===== src/slx_pkg.sv =====
/*
  Package for the stack-link instruction executor: opcode patterns,
  field positions, phase encoding and sequencer states.
  Assumes a core with a four-phase instruction cycle and 21-bit PC.
*/
package slx_pkg;

  // Instruction word and field layout
  localparam int INSTR_W = 16;
  localparam int PC_W = 21;
  localparam int LIT_LSB = 0;
  localparam int LIT_W = 6;
  localparam int SEL_LSB = 6;
  localparam int OPC_HI_LSB = 8;

  // Literal-add-to-pointer upper byte and pointer select for return form
  localparam logic [7:0] ADD_IDX_OPC = 8'hE8;
  localparam logic [1:0] SEL_STACK_RET = 2'h3;

  // Computed call full word
  localparam logic [15:0] CALL_WORK_WORD = 16'h0014;

  // Address step to the following instruction
  localparam logic [20:0] PC_STEP = 21'h00_0002;

  // Phases of one instruction cycle
  typedef enum logic [1:0] {
    SLX_Q1 = 2'b00,
    SLX_Q2 = 2'b01,
    SLX_Q3 = 2'b10,
    SLX_Q4 = 2'b11
  } slx_phase_e;

  // Execute sequencer states
  typedef enum logic [1:0] {
    SLX_IDLE = 2'b00,
    SLX_RET_NOP = 2'b01,
    SLX_CALL_NOP = 2'b10
  } slx_state_e;

endpackage

===== src/slx_instr_exec.sv =====
/*
  Decode and execute of the literal-add-and-return and computed call
  instructions. Assumes the core supplies the fetched word with its
  valid strobe at phase Q1, and applies this block's write strobes
  to its register file, program counter and return stack on the next
  clock edge.
*/
`timescale 1ns/1ps
module slx_instr_exec
  import slx_pkg::*;
(
  input wire logic clk_i, // 50 MHz core clock
  input wire logic srst_i, // Synchronous reset, active high
  input wire logic ext_set_en_i, // Extended instruction set enabled
  input wire logic [1:0] phase_i, // Current phase Q1..Q4
  input wire logic instr_valid_i, // Word valid for decode (at Q1)
  input wire logic [15:0] instr_i, // Fetched instruction word
  input wire logic [20:0] pc_i, // Address of current instruction
  input wire logic [15:0] stack_index_pointer_i, // Current pointer value
  input wire logic [20:0] return_stack_top_i, // Top of return stack
  input wire logic [7:0] working_register_i, // Working register
  input wire logic [7:0] prog_counter_latch_high_i, // High latch
  input wire logic [7:0] prog_counter_latch_upper_i, // Upper latch
  output logic ptr_we_o, // Write stack index pointer
  output logic [15:0] ptr_wdata_o, // New pointer value
  output logic pc_load_o, // Load program counter
  output logic [20:0] pc_wdata_o, // New program counter
  output logic push_o, // Push onto return stack
  output logic [20:0] push_data_o, // Pushed return address
  output logic flush_o, // Discard prefetched instruction
  output logic busy_o // Rest of the executing cycle and the nop cycle in progress
);

  ////////////////////////////////////////////////////////////////////////
  // State

  typedef struct packed {
    slx_state_e st;
    logic ptr_we;
    logic [15:0] ptr_wdata;
    logic pc_load;
    logic [20:0] pc_wdata;
    logic push;
    logic [20:0] push_data;
    logic flush;
    logic busy;
    logic nop_cyc; // Executing cycle done, nop cycle running
  } slx_state_s;

  slx_state_s s_r;
  slx_state_s s_nxt;

  logic dec_ret;
  logic dec_call;
  logic at_q1;

  ////////////////////////////////////////////////////////////////////////
  // Decode

  // Only decode fresh words while no second cycle is pending
  assign at_q1 = instr_valid_i && (phase_i == SLX_Q1) && (s_r.st == SLX_IDLE);
  assign dec_ret = at_q1 && ext_set_en_i
    && (instr_i[15:OPC_HI_LSB] == ADD_IDX_OPC)
    && (instr_i[SEL_LSB +: 2] == SEL_STACK_RET);
  assign dec_call = at_q1 && ext_set_en_i
    && (instr_i == CALL_WORK_WORD);

  ////////////////////////////////////////////////////////////////////////
  // Next state; strobes are one clock wide

  always_comb begin
    s_nxt = s_r;
    s_nxt.ptr_we = 1'b0;
    s_nxt.pc_load = 1'b0;
    s_nxt.push = 1'b0;
    s_nxt.flush = 1'b0;
    unique case (s_r.st)
      SLX_IDLE: begin
        s_nxt.busy = 1'b0;
        if (dec_ret) begin
          // Pointer sum and return from stack top, both strobed in the same cycle
          s_nxt.ptr_we = 1'b1;
          s_nxt.ptr_wdata = stack_index_pointer_i
            + {10'h000, instr_i[LIT_LSB +: LIT_W]};
          s_nxt.pc_load = 1'b1;
          s_nxt.pc_wdata = return_stack_top_i;
          s_nxt.flush = 1'b1;
          s_nxt.busy = 1'b1;
          s_nxt.st = SLX_RET_NOP;
          s_nxt.nop_cyc = 1'b0;
        end else if (dec_call) begin
          // Push return address and jump; no other register touched
          s_nxt.push = 1'b1;
          s_nxt.push_data = pc_i + PC_STEP;
          s_nxt.pc_load = 1'b1;
          s_nxt.pc_wdata = {prog_counter_latch_upper_i[4:0],
            prog_counter_latch_high_i, working_register_i};
          s_nxt.flush = 1'b1;
          s_nxt.busy = 1'b1;
          s_nxt.st = SLX_CALL_NOP;
          s_nxt.nop_cyc = 1'b0;
        end
      end
      SLX_RET_NOP, SLX_CALL_NOP: begin
        // First Q4 closes the executing cycle, the second closes the nop
        // cycle; words offered meanwhile are refused
        if (phase_i == SLX_Q4) begin
          if (s_r.nop_cyc) begin
            s_nxt.st = SLX_IDLE;
            s_nxt.busy = 1'b0;
            s_nxt.nop_cyc = 1'b0;
          end else begin
            s_nxt.nop_cyc = 1'b1;
          end
        end
      end
      default: s_nxt.st = SLX_IDLE;
    endcase
  end

  // Register the state
  always_ff @(posedge clk_i) begin
    if (srst_i) begin
      s_r <= '{st: SLX_IDLE, ptr_wdata: 16'h0000, pc_wdata: 21'h00_0000,
        push_data: 21'h00_0000, default: 1'b0};
    end else begin
      s_r <= s_nxt;
    end
  end

  // Outputs come straight from the state register
  assign ptr_we_o = s_r.ptr_we;
  assign ptr_wdata_o = s_r.ptr_wdata;
  assign pc_load_o = s_r.pc_load;
  assign pc_wdata_o = s_r.pc_wdata;
  assign push_o = s_r.push;
  assign push_data_o = s_r.push_data;
  assign flush_o = s_r.flush;
  assign busy_o = s_r.busy;

  ////////////////////////////////////////////////////////////////////////
  // Assertions

  // Return form: pointer sum, stack top load and the nop tail
  a_ret_ptr_sum: assert property (
    @(posedge clk_i) disable iff (srst_i)
    dec_ret |=> ptr_we_o && ptr_wdata_o ==
      $past(stack_index_pointer_i) + {10'h000, $past(instr_i[5:0])})
    else $error("Pointer sum wrong after return-form add");

  a_ret_pc_top: assert property (
    @(posedge clk_i) disable iff (srst_i)
    dec_ret |=> pc_load_o && pc_wdata_o == $past(return_stack_top_i))
    else $error("Return did not load stack top");

  a_ret_two_cyc: assert property (
    @(posedge clk_i) disable iff (srst_i)
    dec_ret |=> busy_o ##1 (!ptr_we_o && !pc_load_o) [*3])
    else $error("Return second cycle not a nop");

  a_busy_span: assert property (
    @(posedge clk_i) disable iff (srst_i)
    $rose(busy_o) |-> busy_o [*7])
    else $error("Busy shorter than the rest of two cycles");

  a_busy_ends: assert property (
    @(posedge clk_i) disable iff (srst_i)
    busy_o && s_r.nop_cyc && phase_i == SLX_Q4 |=> !busy_o)
    else $error("Busy outlasts the nop cycle");

  // Decode qualifiers
  a_ret_decode: assert property (
    @(posedge clk_i) disable iff (srst_i)
    dec_ret |-> instr_i[15:6] == 10'h3A3)
    else $error("Return decoded from wrong word");

  a_ret_no_push: assert property (
    @(posedge clk_i) disable iff (srst_i)
    dec_ret |=> !push_o)
    else $error("Return form pushed onto the stack");

  a_sel_other: assert property (
    @(posedge clk_i) disable iff (srst_i)
    at_q1 && instr_i[15:8] == 8'hE8 && instr_i[7:6] != 2'h3
      |=> !pc_load_o && !ptr_we_o)
    else $error("Other pointer select taken as return form");

  a_no_ext_off: assert property (
    @(posedge clk_i) disable iff (srst_i)
    !ext_set_en_i |=> !pc_load_o && !push_o && !ptr_we_o)
    else $error("Extended op executed while disabled");

  // Computed call: push, target and flush
  a_call_only: assert property (
    @(posedge clk_i) disable iff (srst_i)
    push_o |-> $past(instr_i) == 16'h0014)
    else $error("Push from wrong word");

  a_call_push: assert property (
    @(posedge clk_i) disable iff (srst_i)
    dec_call |=> push_o && push_data_o == $past(pc_i) + 21'h00_0002
      && !ptr_we_o)
    else $error("Call return address wrong");

  a_call_target: assert property (
    @(posedge clk_i) disable iff (srst_i)
    dec_call |=> pc_wdata_o[7:0] == $past(working_register_i)
      && pc_wdata_o[15:8] == $past(prog_counter_latch_high_i)
      && pc_wdata_o[20:16] == $past(prog_counter_latch_upper_i[4:0]))
    else $error("Call target wrong");

  a_flush_redir: assert property (
    @(posedge clk_i) disable iff (srst_i)
    pc_load_o |-> flush_o && busy_o)
    else $error("Redirect without flush");

endmodule


===== config.mk =====
export PLATFORM = sky130hd
export DESIGN_NAME = slx_instr_exec
export DESIGN_NICKNAME = d
export VERILOG_FILES = /design/src/slx_pkg.sv /design/src/slx_instr_exec.sv
export SDC_FILE = /design/constraint.sdc
export NUM_CORES = 1
export LEC_CHECK = 0
export ABC_AREA = 1
export BUFFER_PORTS_ARGS = -buffer_cell sky130_fd_sc_hd__clkbuf_2
export CAP_MARGIN = 20
export CORE_MARGIN = 4
export CORE_UTILIZATION = 44
export CTS_CLUSTER_SIZE = 30
export DETAILED_ROUTE_END_ITERATION = 6
export PLACE_DENSITY = 0.77
export SLEW_MARGIN = 0
export SYNTH_ARGS = -nofsm -noshare
export SYNTH_HDL_FRONTEND = slang
export SYNTH_SLANG_ARGS = --single-unit

===== constraint.sdc =====
create_clock -name clk_i -period 1.5 [get_ports clk_i]
set_input_delay 0.075 -clock clk_i [delete_from_list [all_inputs] [get_ports clk_i]]
set_output_delay 0.075 -clock clk_i [all_outputs]
set_load 0.03 [all_outputs]

==> impl_metrics.yaml <==
outcome:
  status: "complete, but fails checks"
  failed_checks: "negative setup slack"
routing:
  drc_errors: 0
  wl_met3_microns: 869
  antenna_left: 0
  vias_per_cell: 5.02
  wl_microns: 12700
  vias: 4414
  top_layer_used: "met4"
  met2_length_microns: 6130
  avgRoutedWirePerCell_microns: 14.4
  first_pass_iters: 5
  wl_met1_microns: 5370
  drt_iter0_markers: 267
setup_path:
  cp_max_fo: 21
  max_stage_delay_ps: 320
  worst_setup_path_end_kind: "register"
  cp.required_ps: 1760
  path_depth: 9
  cp_cell_sequence: "inv_2 -> ha_4 -> nand3_4 -> nor2_4 -> nand3_4 -> nand2_4 -> buf_12 -> o21ai_1 -> a31oi_1"
  cp.arrival_ps: 1840
  rr_worst_depth: 9
  critPathLaunchType: "register"
  critPathSlowestCell: "dfxtp_2"
  crit_family: "simple AND/OR/NAND/NOR gates"
  path_buf_inv: 2
  path_common_cell: "nand3_4"
  crit_type: "reg2reg"
yosys:
  synth_compound_area_share_pct: 13.4
  yosysWarnings: 0
  synthDistinctLibCells: 31
  synth_edf_count: 0
  ys_ff_latch: 65
  synthFlopType: "dfxtp_1"
  syn_nets: 706
  synth_top_family_by_area: "simple AND/OR/NAND/NOR gates"
  syn_area_sq_mm: 0.00404
  avgSynthCellArea_sq_um: 6.82
  postSynthCellCount: 593
  ys_async_sr_fraction_pct: 0
  synthAdderAreaFrac_pct: 2.97
  synth-seq-area-share_pct: 32.2
  synth_mux_area_share_pct: 0
  yosys.area_share.xor_xnor_pct: 3.90
  synthSimpleGateAreaFrac_pct: 29.1
sta:
  rsz0062_at_grt: "yes"
  finalMaxSlewViolations: 0
  fin_crit_ps: 1570
  skew_ps: 5.68
  hold_viol: 0
  setup_viol: 31
  tightest_slew_ps: 334
  slew_headroom_pct: 77.8
  fin_crit_sh_pct: 105
  clock.fmax_mhz: 635
  setup_slack_ps: -73.7
power_and_ir_drop:
  p_leak_nw: 2.71
  peakVddDrop_mv: 0.435
  powerDensity_mw_per_mm2: 780
global_routing:
  antenna_found_initial: 0
  overflow: 0
  track_usage_pct: 23.8
  grt_max_degree: 32
  grt_first_pass_wirelength_microns: 21300
  grt_pass1_vias: 4463
flow_run:
  cap_violations: 0
cells_and_area:
  diodes: 0
  drive_gt1_share_pct: 31.5
  layout_common_cells: "clkbuf_2 (163), nand2_1 (136), nor2_1 (67), dfxtp_1 (64), dlygate4sd3_1 (45)"
  layout_commonest_cell: "clkbuf_2"
  stdcell_area_sq_mm: 0.00557
  final_cells: 879
  final_nets: 879
  syn_to_final_growth_pct: 37.9
floorplan:
  die_w_microns: 104
  placementRows: 34
  die_area_sq_mm: 0.0108
  start_util_pct: 45.7
  coreArea_sq_mm: 0.00885
  io_pins: 167
  die_h_microns: 104
clock_network:
  cts_tree: "yes"
  cts.clk_slew.worst_paths_ps: 80
  max-clock-path-buffers: 2
  cts_sinks: 65
  clockRootBuffer: "clkbuf_8"
  cts_max_level: 3
  numCtsBuffers: 9
  clk_latency_ps: 340
min_path:
  worstHoldPathCells: 5
  hold_class: "in2reg"
placed_design:
  gp_congestion: 0.900
  io_buffers: 163
  dp_hpwl_microns: 8700
  placedCellCount: 810
  placedInstanceArea_sq_mm: 0.00468
-- cell families (layout without fill, tap and decap cells) --
| family | Yosys count | after routing |
|---|---|---|
| xor+xnor | 18 | 18 |
| compound gates | 99 | 99 |
| buf+inv | 129 | 307 |
| simple gates | 273 | 273 |
| fa+ha+maj | 9 | 9 |
| flops | 65 | 65 |
-- metal layers --
metal	up-vias	global-route usage [%]
met5	-	0
met2	186	40.9
met4	0	9.78
met3	24	4.54
li1	2216	-
met1	1988	29.2
-- path summary, 6_finish.rpt --
| check | from | to | slack (ps) |
|---|---|---|---|
| setup / recovery | s_r[65]$_SDFFE_PP0P_ | pc_wdata_o[4]$_SDFFE_PP0P_ | -70 |
| hold / removal | pc_i[20] | push_data_o[20]$_SDFFE_PP0P_ | 30 |
| setup reg to reg | s_r[65]$_SDFFE_PP0P_ | pc_wdata_o[4]$_SDFFE_PP0P_ | -70 |
| hold reg to reg | push_data_o[3]$_SDFFE_PP0P_ | push_data_o[3]$_SDFFE_PP0P_ | 470 |
-- worst reg2reg max path, stage by stage, from the launching register on --
cell     delay, ps
dfxtp_2        320
inv_2           70
ha_4           150
nand3_4         60
nor2_4         150
nand3_4        170
nand2_4        130
buf_12         160
o21ai_1         90
a31oi_1        190
-- metrics by stage --
stage / total power (W) / worst slack, ps / util, % / hold WS [ps] / TNS, ps
after floorplan: 0.00228 / 11.2 / - / 165 / 0
after global placement: 0.00258 / -84.6 / 52.9 / 309 / -2540
after detailed placement: 0.00262 / -209 / 52.9 / 308 / -7040
after CTS: 0.00434 / -86.2 / 62.8 / 11.2 / -2060
after global routing: 0.00460 / -157 / 63.0 / 59.6 / -5730
final: 0.00435 / -73.7 / 63.0 / 26.0 / -1030
-- final cells by class --
type	count	area, sq um
clock inverters	7	78.8
repair buffers	240	1650
multi-input cells	399	2080
well taps	108	135
fillers	781	3280
inverters	51	199
clock buffers	9	124
flip-flops and latches	65	1300
-- state kept, by name, indices dropped and copies added (netlist names) --
name,flops
busy_o,1
push_data_o,21
pc_wdata_o,21
ptr_wdata_o,16
pc_load_o,1
push_o,1
ptr_we_o,1
s_r,3
-- Yosys cell counts, drive strengths merged (5+ instances only) --
library cell  instances  area [sq um]
dfxtp                65          1300
buf                  73           533
xor2                 10          87.6
o21ai                52           260
nand2               138           521
nor3                 10          60.1
a31oi                23           144
xnor2                 8          70.1
inv                  50           188
ha                    8           100
a21oi                19          98.9
nand3                41           228
nand4                 7          43.8
clkbuf                5          18.8
nor2                 73           297
-- repair_timing --
item	4_1_cts	5_1_grt
buffers inserted	5	1
pin swaps	14	8
hold buffers	45	0
setup endpoints to repair	60	62
gates resized for setup	39	25
hold endpoints to repair	24	0
gates cloned	3	1
-- report_power, final --
group	switching [W]	internal (W)
clock network	0.000756	0.000781
registers	0.0000156	0.00176
logic	0.000561	0.000477
No activity file was read; power rests on OpenSTA's default activity.
